<file path="src/enhanced_serial_if_pkg.sv">
// Package with register map, field positions, reset values and timing for the serial block.
// -----------------------------------------------------------------------------
// Overview of operation
// - In 9-bit mode the ninth received bit reads as a read-only bit of control register three.
// - The received ninth bit is captured in the same cycle as the other eight received data bits.
// - In 8-bit mode the received ninth bit field holds a copy of received bit 7.
// - The received ninth bit is not touched by reset.
// - In 9-bit transmit mode with parity off a software read/write bit supplies bit 8 of each sent character.
// - The transmit ninth bit enters the shift register in the same transfer as the data byte.
// - Reset clears the transmit ninth bit.
// - The overrun enable, cleared by reset, gates the overrun flag onto the error interrupt.
// - The noise enable, cleared by reset, gates the noise flag onto the error interrupt.
// - The framing enable, cleared by reset, gates the framing flag onto the error interrupt.
// - The parity enable, cleared by reset, gates the parity flag onto the error interrupt.
// - After reset status one reads transmit-empty and complete set, all other flags clear.
// - Every character on the line uses non-return-to-zero mark/space framing in both directions.
// - The baud clock comes from one of two sources picked by a select input outside the block.
// -----------------------------------------------------------------------------
package enhanced_serial_if_pkg;
  localparam logic [4:0] ADDR_PRESCALER = 5'h09;
  localparam logic [4:0] ADDR_ARB_CTRL = 5'h0a;
  localparam logic [4:0] ADDR_ARB_DATA = 5'h0b;
  localparam logic [4:0] ADDR_CTRL1 = 5'h13;
  localparam logic [4:0] ADDR_CTRL2 = 5'h14;
  localparam logic [4:0] ADDR_CTRL3 = 5'h15;
  localparam logic [4:0] ADDR_STATUS1 = 5'h16;
  localparam logic [4:0] ADDR_STATUS2 = 5'h17;
  localparam logic [4:0] ADDR_DATA = 5'h18;
  localparam logic [4:0] ADDR_BAUD = 5'h19;
  localparam logic [4:0] ADDR_EVT_STATUS = 5'h1a;
  localparam logic [4:0] ADDR_EVT_CLEAR = 5'h1b;
  localparam logic [4:0] ADDR_EVT_ENABLE = 5'h1c;
  // Control one fields.
  localparam int C1_LOOP = 7;
  localparam int C1_ENABLE = 6;
  localparam int C1_TXINV = 5;
  localparam int C1_NINE = 4;
  localparam int C1_PAREN = 1;
  localparam int C1_PARODD = 0;
  // Control two fields.
  localparam int C2_TXEN = 3;
  localparam int C2_RXEN = 2;
  localparam int C2_BREAK = 0;
  // Control three fields.
  localparam int C3_RX9 = 7;
  localparam int C3_TX9 = 6;
  localparam int C3_OVR_EN = 3;
  localparam int C3_NOISE_EN = 2;
  localparam int C3_FRAME_EN = 1;
  localparam int C3_PAR_EN = 0;
  // Status one fields.
  localparam int S1_TXE = 7;
  localparam int S1_DONE = 6;
  localparam int S1_RXF = 5;
  localparam int S1_IDLE = 4;
  localparam int S1_OR = 3;
  localparam int S1_NOISE = 2;
  localparam int S1_FRAME = 1;
  localparam int S1_PAR = 0;
  localparam logic [7:0] STATUS1_RESET = 8'hc0;
  localparam logic [7:0] CTRL_RESET = 8'h00;
  localparam int OVERSAMPLE = 16;
  localparam int OVERSAMPLE_MID = 8;
  // Event bits of the interrupt status register.
  localparam int EV_RXF = 0;
  localparam int EV_TC = 1;
  localparam int EV_ERR = 2;
  localparam int EV_W = 3;
endpackage : enhanced_serial_if_pkg

</file>
<file path="src/enhanced_serial_if_core.sv">
// Register file, baud generator, transmitter and receiver of the serial interface.
`timescale 1ns/1ps
`default_nettype none
module enhanced_serial_if_core #(
  parameter int DIV_W = 12
) (
  // Clock and reset.
  input wire logic clk,
  input wire logic rst,
  // Register port.
  input wire logic [4:0] regAddr,
  input wire logic [7:0] regWdata,
  input wire logic regWr,
  input wire logic regRd,
  output logic [7:0] regRdata,
  // Baud source, one-cycle enables from the two clock sources.
  input wire logic baudSrcSelect,
  input wire logic altTickIn,
  // Serial line.
  input wire logic rxdIn,
  output logic txdOut,
  // Interrupts.
  output logic errIrq,
  output logic irq
);
  // ---------------------------------------------------------------------------
  // Registers
  // ---------------------------------------------------------------------------
  logic [7:0] presc_q, ctrl1_q, ctrl2_q, baud_q, rdata_q;
  logic [5:0] irqEn_q;
  logic tx9_q, rx9_q;
  logic [7:0] rxData_q, txData_q;
  logic txe_q, tc_q, rxf_q, idle_q, or_q, nf_q, fe_q, pe_q;
  logic [2:0] evt_q, evtEn_q;

  logic wrCtrl3, wrData, rdData, rdStatus1, wrClr;
  assign wrCtrl3 = regWr && regAddr == enhanced_serial_if_pkg::ADDR_CTRL3;
  assign wrData = regWr && regAddr == enhanced_serial_if_pkg::ADDR_DATA;
  assign rdData = regRd && regAddr == enhanced_serial_if_pkg::ADDR_DATA;
  assign rdStatus1 = regRd && regAddr == enhanced_serial_if_pkg::ADDR_STATUS1;
  assign wrClr = regWr && regAddr == enhanced_serial_if_pkg::ADDR_EVT_CLEAR;

  logic nine;
  assign nine = ctrl1_q[enhanced_serial_if_pkg::C1_NINE];

  // ---------------------------------------------------------------------------
  // Baud generator
  // ---------------------------------------------------------------------------
  // Both sources are enables in the one clock domain; the divisor comes from the baud and prescaler registers.
  logic srcTick, tick16;
  logic [DIV_W-1:0] divCnt_q, divisor;
  assign srcTick = baudSrcSelect ? altTickIn : 1'b1;
  assign divisor = DIV_W'({baud_q[2:0], presc_q[4:0]}) + DIV_W'(1);
  assign tick16 = srcTick && divCnt_q == DIV_W'(0);
  always_ff @(posedge clk) begin
    if (rst) divCnt_q <= '0;
    else if (srcTick) begin
      divCnt_q <= (divCnt_q == DIV_W'(0)) ? divisor - DIV_W'(1) : divCnt_q - DIV_W'(1);
    end
  end

  // ---------------------------------------------------------------------------
  // Line input synchroniser
  // ---------------------------------------------------------------------------
  logic rxMeta_q, rxSync_q, rxLine;
  always_ff @(posedge clk) begin
    if (rst) begin
      rxMeta_q <= 1'b1;
      rxSync_q <= 1'b1;
    end else begin
      rxMeta_q <= rxdIn;
      rxSync_q <= rxMeta_q;
    end
  end
  assign rxLine = ctrl1_q[enhanced_serial_if_pkg::C1_LOOP] ? txdOut : rxSync_q;

  // ---------------------------------------------------------------------------
  // Transmitter
  // ---------------------------------------------------------------------------
  typedef enum logic [1:0] {TX_IDLE, TX_SHIFT} enhanced_serial_if_tx_t;
  enhanced_serial_if_tx_t txState_q;
  logic [10:0] txShift_q;
  logic [3:0] txBits_q, txPh_q;
  logic txLoad, txParity, txOn;
  assign txOn = ctrl2_q[enhanced_serial_if_pkg::C2_TXEN] && ctrl1_q[enhanced_serial_if_pkg::C1_ENABLE];
  assign txLoad = txOn && txState_q == TX_IDLE && !txe_q;
  assign txParity = ^txData_q ^ (nine & tx9_q) ^ ctrl1_q[enhanced_serial_if_pkg::C1_PARODD];
  // Shift register holds start bit, data LSB first, then ninth or parity bit when used, then stop bit.
  logic [10:0] txFrame;
  always_comb begin
    txFrame = {2'b11, txData_q, 1'b0};
    if (nine) txFrame[9] = ctrl1_q[enhanced_serial_if_pkg::C1_PAREN] ? txParity : tx9_q;
    else if (ctrl1_q[enhanced_serial_if_pkg::C1_PAREN]) txFrame[9] = txParity;
  end
  always_ff @(posedge clk) begin
    if (rst) begin
      txState_q <= TX_IDLE;
      txShift_q <= '1;
      txBits_q <= '0;
      txPh_q <= '0;
    end else if (txLoad) begin
      txState_q <= TX_SHIFT;
      txShift_q <= txFrame;
      txBits_q <= (nine || ctrl1_q[enhanced_serial_if_pkg::C1_PAREN]) ? 4'hb : 4'ha;
      txPh_q <= '0;
    end else if (txState_q == TX_SHIFT && tick16) begin
      txPh_q <= txPh_q + 4'h1;
      if (txPh_q == 4'(enhanced_serial_if_pkg::OVERSAMPLE - 1)) begin
        txShift_q <= {1'b1, txShift_q[10:1]};
        txBits_q <= txBits_q - 4'h1;
        if (txBits_q == 4'h1) txState_q <= TX_IDLE;
      end
    end
  end
  logic txRaw;
  // Mark is high, space is low; inversion only flips polarity at the pin.
  assign txRaw = ctrl2_q[enhanced_serial_if_pkg::C2_BREAK] ? 1'b0
               : (txState_q == TX_SHIFT ? txShift_q[0] : 1'b1);
  always_ff @(posedge clk) begin
    if (rst) txdOut <= 1'b1;
    else txdOut <= txRaw ^ ctrl1_q[enhanced_serial_if_pkg::C1_TXINV];
  end

  // ---------------------------------------------------------------------------
  // Receiver
  // ---------------------------------------------------------------------------
  typedef enum logic [1:0] {RX_IDLE, RX_START, RX_DATA} enhanced_serial_if_rx_t;
  enhanced_serial_if_rx_t rxState_q;
  logic [3:0] rxPh_q, rxBits_q;
  logic [9:0] rxShift_q;
  logic [2:0] rxVote_q;
  logic rxNoise_q, rxDone, rxOn, rxBit, voteBad;
  assign rxOn = ctrl2_q[enhanced_serial_if_pkg::C2_RXEN] && ctrl1_q[enhanced_serial_if_pkg::C1_ENABLE];
  assign rxBit = (rxVote_q[0] & rxVote_q[1]) | (rxVote_q[1] & rxVote_q[2])
               | (rxVote_q[0] & rxVote_q[2]);
  assign voteBad = !(&rxVote_q) && (|rxVote_q);
  logic [3:0] rxLen;
  assign rxLen = (nine || ctrl1_q[enhanced_serial_if_pkg::C1_PAREN]) ? 4'ha : 4'h9;
  assign rxDone = rxState_q == RX_DATA && tick16 && rxPh_q == 4'(enhanced_serial_if_pkg::OVERSAMPLE_MID + 1)
                  && rxBits_q == rxLen - 4'h1;
  always_ff @(posedge clk) begin
    if (rst) begin
      rxState_q <= RX_IDLE;
      rxPh_q <= '0;
      rxBits_q <= '0;
      rxShift_q <= '0;
      rxVote_q <= '1;
      rxNoise_q <= 1'b0;
    end else if (!rxOn) begin
      rxState_q <= RX_IDLE;
    end else if (tick16) begin
      rxPh_q <= rxPh_q + 4'h1;
      if (rxPh_q >= 4'(enhanced_serial_if_pkg::OVERSAMPLE_MID - 2) && rxPh_q <= 4'(enhanced_serial_if_pkg::OVERSAMPLE_MID))
        rxVote_q <= {rxVote_q[1:0], rxLine};
      case (rxState_q)
        RX_IDLE: begin
          if (!rxLine) begin
            rxState_q <= RX_START;
            rxPh_q <= '0;
            rxNoise_q <= 1'b0;
          end
        end
        RX_START: begin
          if (rxPh_q == 4'(enhanced_serial_if_pkg::OVERSAMPLE_MID + 1)) begin
            if (rxBit) rxState_q <= RX_IDLE;
            else begin
              rxState_q <= RX_DATA;
              rxBits_q <= '0;
              rxNoise_q <= voteBad;
            end
          end
        end
        RX_DATA: begin
          if (rxPh_q == 4'(enhanced_serial_if_pkg::OVERSAMPLE_MID + 1)) begin
            rxShift_q <= {rxBit, rxShift_q[9:1]};
            rxBits_q <= rxBits_q + 4'h1;
            rxNoise_q <= rxNoise_q | voteBad;
            if (rxBits_q == rxLen - 4'h1) rxState_q <= RX_IDLE;
          end
        end
        default: rxState_q <= RX_IDLE;
      endcase
    end
  end
  // At rxDone the stop bit is rxBit; data sits in rxShift_q aligned by frame length.
  logic [8:0] rxWord;
  assign rxWord = (rxLen == 4'ha) ? rxShift_q[9:1] : {rxShift_q[9], rxShift_q[9:2]};
  logic rxParBad;
  logic rxParSum;
  assign rxParSum = nine ? (^rxWord[8:0]) : (^rxWord[7:0] ^ rxShift_q[9]);
  assign rxParBad = ctrl1_q[enhanced_serial_if_pkg::C1_PAREN] && (rxParSum != ctrl1_q[enhanced_serial_if_pkg::C1_PARODD]);

  // ---------------------------------------------------------------------------
  // Status flags
  // ---------------------------------------------------------------------------
  // Hardware set wins over a software clear in the same cycle, except for txe_q, which a data write clears.
  always_ff @(posedge clk) begin
    if (rst) begin
      {txe_q, tc_q, rxf_q, idle_q, or_q, nf_q, fe_q, pe_q} <= enhanced_serial_if_pkg::STATUS1_RESET;
      txData_q <= '0;
    end else begin
      if (wrData) begin
        txData_q <= regWdata;
        txe_q <= 1'b0;
        tc_q <= 1'b0;
      end else if (txLoad) txe_q <= 1'b1;
      if (txState_q == TX_SHIFT && tick16 && txPh_q == 4'(enhanced_serial_if_pkg::OVERSAMPLE - 1)
          && txBits_q == 4'h1 && txe_q) tc_q <= 1'b1;
      if (rxDone) begin
        rxf_q <= 1'b1;
        or_q <= rxf_q;
        nf_q <= rxNoise_q | voteBad;
        fe_q <= !rxBit;
        pe_q <= rxParBad;
      end else if (rdData) begin
        {rxf_q, or_q, nf_q, fe_q, pe_q} <= '0;
      end
      idle_q <= rxState_q == RX_IDLE && rxOn && !rxf_q;
    end
  end
  always_ff @(posedge clk) begin
    if (rxDone && !rxf_q) begin
      rxData_q <= nine ? rxWord[7:0] : rxWord[7:0];
      rx9_q <= nine ? rxWord[8] : rxWord[7];
    end
  end

  // ---------------------------------------------------------------------------
  // Register writes
  // ---------------------------------------------------------------------------
  always_ff @(posedge clk) begin
    if (rst) begin
      presc_q <= enhanced_serial_if_pkg::CTRL_RESET;
      ctrl1_q <= enhanced_serial_if_pkg::CTRL_RESET;
      ctrl2_q <= enhanced_serial_if_pkg::CTRL_RESET;
      baud_q <= enhanced_serial_if_pkg::CTRL_RESET;
      tx9_q <= 1'b0;
      irqEn_q <= '0;
      evtEn_q <= '0;
    end else if (regWr) begin
      case (regAddr)
        enhanced_serial_if_pkg::ADDR_PRESCALER: presc_q <= regWdata;
        enhanced_serial_if_pkg::ADDR_CTRL1: ctrl1_q <= regWdata;
        enhanced_serial_if_pkg::ADDR_CTRL2: ctrl2_q <= regWdata;
        enhanced_serial_if_pkg::ADDR_BAUD: baud_q <= regWdata;
        enhanced_serial_if_pkg::ADDR_CTRL3: begin
          tx9_q <= regWdata[enhanced_serial_if_pkg::C3_TX9];
          irqEn_q <= {2'b00, regWdata[3:0]};
        end
        enhanced_serial_if_pkg::ADDR_EVT_ENABLE: evtEn_q <= regWdata[2:0];
        default: ;
      endcase
    end
  end

  // ---------------------------------------------------------------------------
  // Interrupts
  // ---------------------------------------------------------------------------
  assign errIrq = (or_q & irqEn_q[enhanced_serial_if_pkg::C3_OVR_EN]) | (nf_q & irqEn_q[enhanced_serial_if_pkg::C3_NOISE_EN])
                | (fe_q & irqEn_q[enhanced_serial_if_pkg::C3_FRAME_EN])
                | (pe_q & irqEn_q[enhanced_serial_if_pkg::C3_PAR_EN]);
  logic tcPrev_q;
  logic [2:0] evtSet;
  assign evtSet = {errIrq, tc_q & ~tcPrev_q, rxDone};
  always_ff @(posedge clk) begin
    if (rst) begin
      evt_q <= '0;
      tcPrev_q <= 1'b1;
    end else begin
      tcPrev_q <= tc_q;
      evt_q <= (evt_q & ~(wrClr ? regWdata[2:0] : 3'h0)) | evtSet;
    end
  end
  assign irq = |(evt_q & evtEn_q);

  // ---------------------------------------------------------------------------
  // Read path
  // ---------------------------------------------------------------------------
  logic [7:0] rdMux;
  always_comb begin
    case (regAddr)
      enhanced_serial_if_pkg::ADDR_PRESCALER: rdMux = presc_q;
      enhanced_serial_if_pkg::ADDR_CTRL1: rdMux = ctrl1_q;
      enhanced_serial_if_pkg::ADDR_CTRL2: rdMux = ctrl2_q;
      enhanced_serial_if_pkg::ADDR_CTRL3: rdMux = {rx9_q, tx9_q, 2'b00, irqEn_q[3:0]};
      enhanced_serial_if_pkg::ADDR_STATUS1: rdMux = {txe_q, tc_q, rxf_q, idle_q, or_q, nf_q, fe_q, pe_q};
      enhanced_serial_if_pkg::ADDR_DATA: rdMux = rxData_q;
      enhanced_serial_if_pkg::ADDR_BAUD: rdMux = baud_q;
      enhanced_serial_if_pkg::ADDR_EVT_STATUS: rdMux = {5'h00, evt_q};
      enhanced_serial_if_pkg::ADDR_EVT_ENABLE: rdMux = {5'h00, evtEn_q};
      default: rdMux = 8'h00;
    endcase
  end
  always_ff @(posedge clk) begin
    if (rst) rdata_q <= '0;
    else if (regRd) rdata_q <= rdMux;
  end
  assign regRdata = rdata_q;

  // ---------------------------------------------------------------------------
  // Checks
  // ---------------------------------------------------------------------------
  chk_err_gate: assert property (@(posedge clk) disable iff (rst)
    (or_q && irqEn_q[3]) |-> errIrq) else $error("overrun not gated");
  chk_noise_gate: assert property (@(posedge clk) disable iff (rst)
    (nf_q && irqEn_q[2]) |-> errIrq) else $error("noise not gated");
  chk_frame_gate: assert property (@(posedge clk) disable iff (rst)
    (fe_q && irqEn_q[1]) |-> errIrq) else $error("framing not gated");
  chk_par_gate: assert property (@(posedge clk) disable iff (rst)
    (pe_q && irqEn_q[0]) |-> errIrq) else $error("parity not gated");
  chk_err_quiet: assert property (@(posedge clk) disable iff (rst)
    (irqEn_q[3:0] == 4'h0) |-> !errIrq) else $error("error irq without enable");
  chk_reset_status: assert property (@(posedge clk) $past(rst) |->
    txe_q && tc_q && !rxf_q && !or_q && !fe_q) else $error("bad status after reset");
  chk_tx9_reset: assert property (@(posedge clk) $past(rst) |-> !tx9_q)
    else $error("tx ninth bit not cleared");
  chk_rx9_copy: assert property (@(posedge clk) disable iff (rst)
    (rxDone && !rxf_q && !nine) |=> rx9_q == rxData_q[7]) else $error("rx bit copy wrong");
  chk_tx_load: assert property (@(posedge clk) disable iff (rst)
    (txLoad && nine && !ctrl1_q[1]) |=> txShift_q[9] == $past(tx9_q))
    else $error("tx9 not loaded");
  cov_rx_done: cover property (@(posedge clk) rxDone);
  cov_tx_load: cover property (@(posedge clk) txLoad);
  cov_err_irq: cover property (@(posedge clk) errIrq);
endmodule : enhanced_serial_if_core
`default_nettype wire

</file>
<file path="config.mk">
export PLATFORM = sky130hd
export DESIGN_NAME = enhanced_serial_if_core
export DESIGN_NICKNAME = d
export VERILOG_FILES = /design/src/enhanced_serial_if_pkg.sv /design/src/enhanced_serial_if_core.sv
export SDC_FILE = /design/constraint.sdc
export NUM_CORES = 1
export LEC_CHECK = 0
export BUFFER_PORTS_ARGS = -buffer_cell sky130_fd_sc_hd__buf_2
export CAP_MARGIN = 40
export CORE_ASPECT_RATIO = 1.75
export CORE_MARGIN = 3
export CORE_UTILIZATION = 35
export DETAILED_ROUTE_END_ITERATION = 10
export SETUP_SLACK_MARGIN = 0.4
export SYNTH_ARGS = -nofsm -noshare
export SYNTH_HDL_FRONTEND = slang
export SYNTH_SLANG_ARGS = --single-unit
</file>
<file path="constraint.sdc">
create_clock -name clk -period 2.85 [get_ports clk]
set_clock_uncertainty 0.05 [all_clocks]
set_input_delay 0.4275 -clock clk [delete_from_list [all_inputs] [get_ports clk]]
set_output_delay 0.4275 -clock clk [all_outputs]
set_load 0.02 [all_outputs]
</file>
Yosys cells after proc, flatten, opt, wreduce, memory -nomap -nowiden. Cells that the tools add are included.

Add/sub/neg operators: 8. Multiply operators: 0. Divide/modulo/power cells: 0. Magnitude comparators: 2. Equal/unequal tests: 23. Shift operators: 0. Multiplexer cells: 50. Bitwise logic cells: 25. Reductions and logical operators: 59.

Operators with widths (count): 8-bit one-hot mux with 9 select lines (1); 5-bit equality test, second input constant (9); 4-bit two-way mux (8); 10-bit two-way mux (3); 1-bit two-way mux (26); 1-bit logical AND (21); 2-bit AND reduction (8); 8-bit XOR reduction (2); 4-bit by 1-bit adder with 4-bit output, second input constant (3); 4-bit equality test, second input constant (3); 12-bit logical NOT (1); 12-bit two-way mux (1); 2-bit two-way mux (6); 2-bit nonzero test (6); 12-bit by 1-bit subtractor with 12-bit output, second input constant (1); 9-bit by 1-bit subtractor with 10-bit output, second input constant (1); 8-bit by 1-bit adder with 9-bit output, second input constant (1); 1-bit AND (9); 3-bit AND reduction (3); 9-bit XOR reduction (1); 8-bit two-way mux (1); 4-bit one-hot mux with 2 select lines (1); 4-bit by 1-bit subtractor with 4-bit output, second input constant (2); 7-bit AND reduction (1); 28 further kinds (48).

Bits in registers: 135. Bits in latches: 0. Bits in writable memories: 0. Memory bits (read-only): 0. Bits of input ports: 20. Output and inout bits: 11. Logic and storage cells: 202. Memories kept: 0.

Longest topological paths before layout. Gate-level depths: netlist of run 1.

Depth in word-level cells: 10. Gate-level depth with buffers: 10. Depth with buffers taken out: 8.

Worst setup path after synthesis of run 1. OpenSTA, ideal clock, no wires.

Path type: reg2reg. Start: reg divCnt_q[4]. End: reg rx9_q (enable). Library setup time: 374 ps. Arrival time: 1913 ps. Path slack: 512 ps. Cell stages (with the launch flop): 6. Path buffers: 0. Path through: dfxtp_1 > or4_4 > or2_4 > nor4_4 > nand3_1 > nor2_1.

Cells in the longest elaborated chain, start to end: 6.

Ends and longest elaborated chain: start, declared (RTL line enhanced_serial_if_core.sv:51) `logic [DIV_W-1:0] divCnt_q, divisor;`; start signal, assigned (RTL line enhanced_serial_if_core.sv:58) `divCnt_q <= (divCnt_q == DIV_W'(0)) ? divisor - DIV_W'(1) : divCnt_q - DIV_W'(1);`; 12-bit logical NOT (RTL line enhanced_serial_if_core.sv:54) `assign tick16 = srcTick && divCnt_q == DIV_W'(0);`; 1-bit logical AND (RTL line enhanced_serial_if_core.sv:54); 1-bit logical AND (2 in a row) (RTL line enhanced_serial_if_core.sv:139) `assign rxDone = rxState_q == RX_DATA && tick16 && rxPh_q == 4'(enhanced_serial_if_pkg::OVERSAMPLE_MID + 1)`; 1-bit logical AND (RTL line enhanced_serial_if_core.sv:140) `&& rxBits_q == rxLen - 4'h1;`; 1-bit logical AND (RTL line enhanced_serial_if_core.sv:222) `if (rxDone && !rxf_q) begin`; end signal, assigned (RTL line enhanced_serial_if_core.sv:224) `rx9_q <= nine ? rxWord[8] : rxWord[7];`; end, declared (RTL line enhanced_serial_if_core.sv:31) `logic tx9_q, rx9_q;`.

No other way between the ends. A chain may end at the register's enable or synchronous reset.

Final worst setup path of run 1.
Start: reg divCnt_q[5]. End: reg txPh_q[3].

Cells in the longest elaborated chain, start to end: 3.

Ends and longest elaborated chain: 12-bit logical NOT (RTL line enhanced_serial_if_core.sv:54); 1-bit logical AND (RTL line enhanced_serial_if_core.sv:54); 1-bit logical AND (RTL line enhanced_serial_if_core.sv:106) `end else if (txState_q == TX_SHIFT && tick16) begin`; end signal, assigned (RTL line enhanced_serial_if_core.sv:107) `txPh_q <= txPh_q + 4'h1;`; end, declared (RTL line enhanced_serial_if_core.sv:83) `logic [3:0] txBits_q, txPh_q;`.

No other way between the ends.

==> flow_summary.json, run 1 <==
{
  "worstPathArrival_ns": 2.71,
  "p_int_mw": 3.58,
  "max_slew_margin_pct": 47.0,
  "drc": 0,
  "ios": 31,
  "layout_min_cycle_time_ns": 2.40,
  "cts-htree-levels": 4,
  "outcome": "finished, final reports clean",
  "viasPerCell": 5.25,
  "drt-initial-drc-count": 391,
  "r2r_start": "divCnt_q[5]",
  "start_util_pct": 36.1,
  "fin_hold_ws_ns": 0.124,
  "required_ns": 3.15,
  "met3_usage_pct": 3.42,
  "rows": 64,
  "async_flop_share_pct": 0,
  "dieArea_um2": 20100,
  "clock_latency_ns": 0.43,
  "cpPeakStageDelay_ns": 0.53,
  "drt-wirelength-per-cell_um": 16.7,
  "cp_cell_sequence": "or4_4 > or2_4 > buf_4 > nor3_4 > nand2_2 > or3_1 > a211oi_2",
  "grt.met1_usage_pct": 18.5,
  "min_path_cells": 2,
  "power_density_nw_per_um2": 649,
  "path_max_fanout": 5,
  "r2r_slack_ns": 0.45,
  "final_max_slew_viol_count": 0,
  "critical_path.endpoint_type": "flip-flop",
  "p_total_mw": 4.97,
  "ys_ff_latch": 134,
  "tritoncts": "done",
  "wl_um": 17300,
  "cp-start-kind": "flip-flop",
  "grt-busiest-layer": "met2",
  "rsz0062_at_grt": "true",
  "switching_power_mw": 1.40,
  "setup_viol": 0,
  "fp.coreArea_um2": 17800,
  "vias": 5433,
  "power_frac_seq_pct": 40.3,
  "clkSinkCount": 134,
  "clockPowerShare_pct": 45.0,
  "min-delay-start": "rxdIn",
  "grt_remaining_overflow": 0,
  "postRouteAntennaNets": 0,
  "dp.final_hpwl_um": 12600,
  "grt_use_met2_pct": 32.6,
  "grt_pass1_vias": 5294,
  "yosysWarnings": 0,
  "finalNetCount": 821,
  "leakage_nw": 3.04,
  "maxCapViolCount": 0,
  "synth-main-ff-cell": "dfxtp_1",
  "clockBufferDepth": 2,
  "netlist_area_um2": 6420,
  "crit_path_top_delay_cell": "or4_4",
  "grt_max_degree": 120,
  "cts_hold_buf": 0,
  "swShare_pct": 28.1,
  "worstSetupPathType": "reg2reg",
  "hp-class": "in2reg",
  "syn_area_per_cell_um2": 8.63,
  "hold_violations": 0,
  "area_growth_syn_to_layout_pct": 19.3,
  "syn-num-nets": 775,
  "gp_congestion": 0.846,
  "layout-drive-gt1-share_pct": 18.1,
  "r2r_end": "txPh_q[3]",
  "hold_path_end": "rxMeta_q",
  "antenna_found_initial": 0,
  "clk_pin_slew_worst_paths_ns": 0.07,
  "synth_cell_type_count": 63,
  "clockRootBuffer": "clkbuf_16",
  "finalSetupTns_ns": 0,
  "max_freq_mhz": 416,
  "antenna_cells": 0,
  "dr.pass1.iters": 5,
  "share_comb_of_total_power_pct": 14.7,
  "die_y_um": 185,
  "ys_seq_area_share_pct": 43.2,
  "cts_buffers": 17,
  "peakVddDrop_uv": 365,
  "numPortBuffers": 30,
  "die_x_um": 108,
  "worst_slew_pin_slew_ns": 0.792,
  "synth_edf_count": 9,
  "grt_usage_pct": 17.9,
  "reg2reg_depth": 7,
  "period_share_pct": 84.4,
  "syn_inst": 744,
  "fillers": 1788,
  "grt_pass1_wl_um": 27600
}
[cell usage after synthesis (all sizes together) (8+ instances only)]
| cell type | instances | share of area, % |
|---|---|---|
| a21oi | 59 | 4.6 |
| a22oi | 19 | 2.2 |
| a31oi | 8 | 0.78 |
| clkbuf | 35 | 2.0 |
| dfxtp | 125 | 39 |
| edfxtp | 9 | 4.2 |
| ha | 11 | 2.1 |
| inv | 18 | 1.1 |
| mux2 | 13 | 2.3 |
| mux2i | 49 | 7.6 |
| nand2 | 83 | 4.9 |
| nand2b | 11 | 1.1 |
| nand3 | 32 | 2.6 |
| nor2 | 93 | 5.4 |
| nor2b | 14 | 1.4 |
| nor3 | 27 | 2.4 |
| o21ai | 21 | 1.6 |
| or2 | 12 | 1.2 |
| xnor2 | 17 | 2.3 |
| xor2 | 9 | 1.2 |
[sequential cells by signal (all words and copies together) (netlist names), 3 cells and up]
signal and count:
divCnt_q 12, txShift_q 10, rxShift_q 9, baud_q 8, ctrl1_q 8, ctrl2_q 8
presc_q 8, regRdata 8, rxData_q 8, txData_q 8, irqEn_q 4, rxBits_q 4
rxPh_q 4, txBits_q 4, txPh_q 4, evtEn_q 3, evt_q 3, rxVote_q 3
[cell type report]
class	instances	area (um^2)	area share [%]
clock inverters	13	131	1.72
flip-flops and latches	134	2780	36.3
clock buffers	19	475	6.21
inverters	18	67.6	0.882
well taps	231	289	3.77
repair buffers	67	443	5.78
multi-input cells	552	3480	45.4
[worst max path at each step]
stage	from	endpoint	slack (ns)	cells past startpoint
after floorplan	divCnt_q[4]	rx9_q	0.51	5
after global placement	divCnt_q[4]	pe_q	0.42	6
after detailed placement	divCnt_q[4]	pe_q	0.40	6
after CTS	divCnt_q[4]	rxBits_q[3]	0.41	6
after global routing	divCnt_q[5]	txPh_q[3]	0.36	7
final	divCnt_q[5]	txPh_q[3]	0.45	7
[timing repair]
action / CTS / global route
hold endpoints to repair: 0 / 0
setup endpoints to repair: 1 / 10
gates resized for setup: 1 / 11
pin swaps: 0 / 8
setup buffers: 0 / 8
[cells in the final DEF, fill, tap and decap left out, types with 9 or more instances in the layout]
cell	instances
a21oi_1	57
a22oi_1	19
buf_2	29
buf_4	37
clkbuf_16	19
dfxtp_1	122
edfxtp_1	9
ha_1	11
inv_1	18
mux2_2	13
mux2i_1	49
nand2_1	82
nand2b_1	11
nand3_1	29
nor2_1	93
nor2b_1	14
nor3_1	24
o21ai_0	21
or2_2	11
xnor2_1	17
xor2_1	9
[kinds of logic (layout without fill, tap and decap cells)]
group,count (synthesis),in the layout,synth area share [%]
mux,62,62,9.92
buf+inv,58,117,3.43
xor+xnor,27,27,3.90
fa+ha+maj,12,12,2.30
simple gates,316,316,24.2
flops,134,134,43.2
compound gates,135,135,13.1
[per-stage QoR]
stage          util (%)  instances  instance area, um^2  setup WS (ns)
3_5_place_dp       39.1        994                 6950          0.403
4_1_cts            42.5       1026                 7560          0.409
6_report           43.1       1034                 7660          0.445
2_1_floorplan         -        744                 6420          0.512
5_1_grt            43.1       1034                 7660          0.361
3_3_place_gp       39.1        994                 6950          0.420
[power by group through the flow]
stage / clock network, mW / registers [mW] / logic [mW]
floorplan: 0 / 2.03 / 0.495
global placement: 0 / 2.04 / 0.694
detailed placement: 0 / 2.04 / 0.700
CTS: 2.28 / 2.00 / 0.702
global route: 2.35 / 2.01 / 0.819
finish: 2.24 / 2.00 / 0.733
[worst max-delay path: cells and delay by family (launching register included)]
| kind | cells | cell delay, ns |
|---|---|---|
| AND/OR/NAND/NOR | 5 | 1.58 |
| flip-flops | 1 | 0.33 |
| buffers and inverters | 1 | 0.15 |
| AO/OA/AOI/OAI | 1 | 0.22 |
[per-layer routing]
layer  share of wire (%)  up-vias  wire, um
met1                  38     2557      6650
met2                  53      113      9210
li1                    -     2714         -
met3                 2.8       49       479
met4                 5.6        0       970
met5                   0        -         0
No activity file was read; power rests on OpenSTA's default activity.
==> run 2, diff against run 1 <==
- ABC_AREA: default -> 1
- clock period: 2.85 -> 2.1 ns (I/O delays scaled with it)
==> flow_summary.json, run 2 <==
{
  "gp_congestion": 0.926,
  "drc": 0,
  "crit_path_start": "divCnt_q[6]",
  "cts_buffers": 17,
  "dp.final_hpwl_um": 14100,
  "clockBufferDepth": 2,
  "syn_area_per_cell_um2": 7.28,
  "worstPathArrival_ns": 2.09,
  "grt_remaining_overflow": 0,
  "p_total_mw": 7.42,
  "clockRootBuffer": "clkbuf_16",
  "max_freq_mhz": 563,
  "antenna_found_initial": 0,
  "placed_area_um2": 7150,
  "numPortBuffers": 30,
  "async_flop_share_pct": 0,
  "reg2reg_depth": 9,
  "setup_ws_ns": 0.324,
  "clk_pin_slew_worst_paths_ns": 0.06,
  "drt-initial-drc-count": 386,
  "die_y_um": 188,
  "syn_inst": 913,
  "ys_seq_area_share_pct": 41.7,
  "layout-drive-gt1-share_pct": 21.2,
  "final_max_slew_viol_count": 0,
  "cp_cell_sequence": "nor2_2 > nand2_4 > nor2_8 > nand3_4 > nor2_8 > buf_8 > buf_4 > o21ai_2 > a21oi_2",
  "required_ns": 2.42,
  "hp-class": "in2reg",
  "drt-wirelength-per-cell_um": 15.5,
  "r2r_start": "divCnt_q[6]",
  "layout_commonest_cell": "nand2_1",
  "leakage_nw": 3.47,
  "cts-htree-levels": 4,
  "period_share_pct": 84.6,
  "worstSetupPathType": "reg2reg",
  "largest_reg_flops": 12,
  "share_comb_of_total_power_pct": 20.5,
  "fin_util_pct": 44.6,
  "area_growth_syn_to_layout_pct": 25.1,
  "stdcell_count": 1237,
  "wl_um": 19200,
  "critical_path.endpoint_type": "flip-flop",
  "worst_slew_pin_slew_ns": 0.555,
  "grt_pass1_vias": 6008,
  "clkSinkCount": 134,
  "grt_max_degree": 52,
  "netlist_area_um2": 6650,
  "power_frac_seq_pct": 38.0,
  "fin_hold_ws_ns": 0.0263,
  "yosys-top-cells-count": "191 x nand2_1, 125 x dfxtp_1, 124 x inv_1",
  "synth_most_common_cell": "nand2_1",
  "finalSetupTns_ns": 0,
  "viasPerCell": 5.01,
  "power_density_nw_per_um2": 892,
  "setup_viol": 0,
  "dr.pass1.iters": 6,
  "peakVddDrop_uv": 571,
  "dpl.cell_count": 1175,
  "antenna_cells": 0,
  "p_int_mw": 5.20,
  "postRouteAntennaNets": 0,
  "final-seq-area_um2": 2790,
  "syn-num-nets": 944,
  "switching_power_mw": 2.21,
  "synth_top_area_cell": "dfxtp_1",
  "r2r_slack_ns": 0.32,
  "cpPeakStageDelay_ns": 0.41,
  "reg_top3": "divCnt_q (12), txShift_q (10), rxShift_q (9)",
  "vias": 6193,
  "swShare_pct": 29.9,
  "clock_latency_ns": 0.42,
  "largest_register": "divCnt_q",
  "rows": 66,
  "outcome": "finished, final reports clean",
  "rsz0062_at_grt": "true",
  "endpoint": "rxShift_q[8]",
  "synth_top_area_share_pct": 37.6,
  "finalNetCount": 1017,
  "synth-main-ff-cell": "dfxtp_1",
  "fp.coreArea_um2": 18700,
  "ios": 31,
  "design_area_um2": 8320,
  "start_util_pct": 35.6,
  "path_max_fanout": 6,
  "clockPowerShare_pct": 41.6,
  "grt_usage_pct": 19.1,
  "grt_pass1_wl_um": 30400,
  "hold_violations": 0,
  "path_common_cell": "nor2_8",
  "dp_worst_setup_slack_ns": 0.140,
  "synth_edf_count": 9,
  "fillers": 1902,
  "tritoncts": "done",
  "die_x_um": 110,
  "ys_ff_latch": 134,
  "r2r_end": "rxShift_q[8]",
  "yosysWarnings": 0,
  "synth_cell_type_count": 50,
  "dieArea_um2": 20800,
  "synthTopCellsByArea": "dfxtp_1 38%, nand2_1 11%, o21ai_0 7.9%, a21oi_1 7.1%, inv_1 7.0%",
  "layout_min_cycle_time_ns": 1.78,
  "cts_hold_buf": 0,
  "cp-start-kind": "flip-flop",
  "crit_path_top_delay_cell": "dfxtp_1",
  "multiInputGateArea_um2": 3520,
  "max_slew_margin_pct": 62.7,
  "layout_common_cells": "178 x nand2_1, 116 x inv_1, 115 x dfxtp_1, 93 x o21ai_0, 92 x a21oi_1",
  "maxCapViolCount": 0
}
==> run 2: cell count changes after synthesis, moves of 9 or more <==
cell      before  now
nand4_1        3   12
nand3_1       31   43
nor2_1        93   66
nand2b_1      11    0
mux2_2        13    0
inv_1         18  124
mux2i_1       49    1
a21oi_1       59   94
clkbuf_1      35   14
nor2b_1       14    0
a22oi_1       19    4
o21ai_0       21  105
nor3_1        24    8
nand2_1       83  191
==> run 2: what timing repair did <==
| action | in CTS | in global routing |
|---|---|---|
| setup endpoints to repair | 58 | 66 |
| pin swaps | 14 | 20 |
| gates resized for setup | 42 | 51 |
| gates cloned | 2 | 3 |
| buffers inserted | 8 | 17 |
==> run 2: routing by layer <==
metal | up-vias | track usage [%] | wire, um
li1 | 3131 | - | -
met1 | 2869 | 19.1 | 7110
met2 | 133 | 35.2 | 10500
met3 | 60 | 2.95 | 515
met4 | 0 | 12.0 | 1140
met5 | - | 0 | 0
==> run 2: worst min path at each step <==
stage,from,to,slack [ns],depth (start not counted)
after floorplan,rxMeta_q,rxSync_q,0.34,1
after global placement,rxMeta_q,rxSync_q,0.35,1
after detailed placement,rxMeta_q,rxSync_q,0.35,1
after CTS,rxdIn,rxMeta_q,0.02,2
after global routing,rxdIn,rxMeta_q,0.02,2
final,rxdIn,rxMeta_q,0.03,2
==> run 2: cells by family (layout without fill, tap and decap cells) <==
| family | Yosys count | after routing | synth area share [%] |
|---|---|---|---|
| xor+xnor | 21 | 21 | 2.77 |
| buf+inv | 156 | 239 | 9.54 |
| flops | 134 | 134 | 41.7 |
| simple gates | 357 | 360 | 24.9 |
| fa+ha+maj | 11 | 11 | 2.07 |
| mux | 1 | 1 | 0.151 |
| compound gates | 233 | 233 | 18.9 |
==> run 2: layout make-up <==
| type | instances | share of cell area [%] |
|---|---|---|
| sequential | 134 | 33.5 |
| inverter | 128 | 6.05 |
| timing repair inverter | 1 | 0.105 |
| multi-input combinational | 626 | 42.3 |
| clock inverter | 14 | 2.09 |
| tap | 238 | 3.58 |
| clock buffer | 18 | 5.16 |
| timing repair buffer | 78 | 7.24 |
==> run 2: power groups by stage <==
| stage | clock, mW | sequential (mW) | combinational, mW |
|---|---|---|---|
| final | 3.08 | 2.82 | 1.52 |
| after global routing | 3.25 | 2.83 | 1.68 |
| after CTS | 3.12 | 2.80 | 1.31 |
| after floorplan | 0 | 2.81 | 0.913 |
| after detailed placement | 0 | 2.83 | 1.17 |
| after global placement | 0 | 2.83 | 1.15 |
==> run 2: worst max-delay path, delay by kind of cell, from the launching register on <==
family,cells,cell delay [ns]
flip-flops,1,0.41
AO/OA/AOI/OAI,2,0.15
AND/OR/NAND/NOR,5,0.86
buffers and inverters,2,0.25
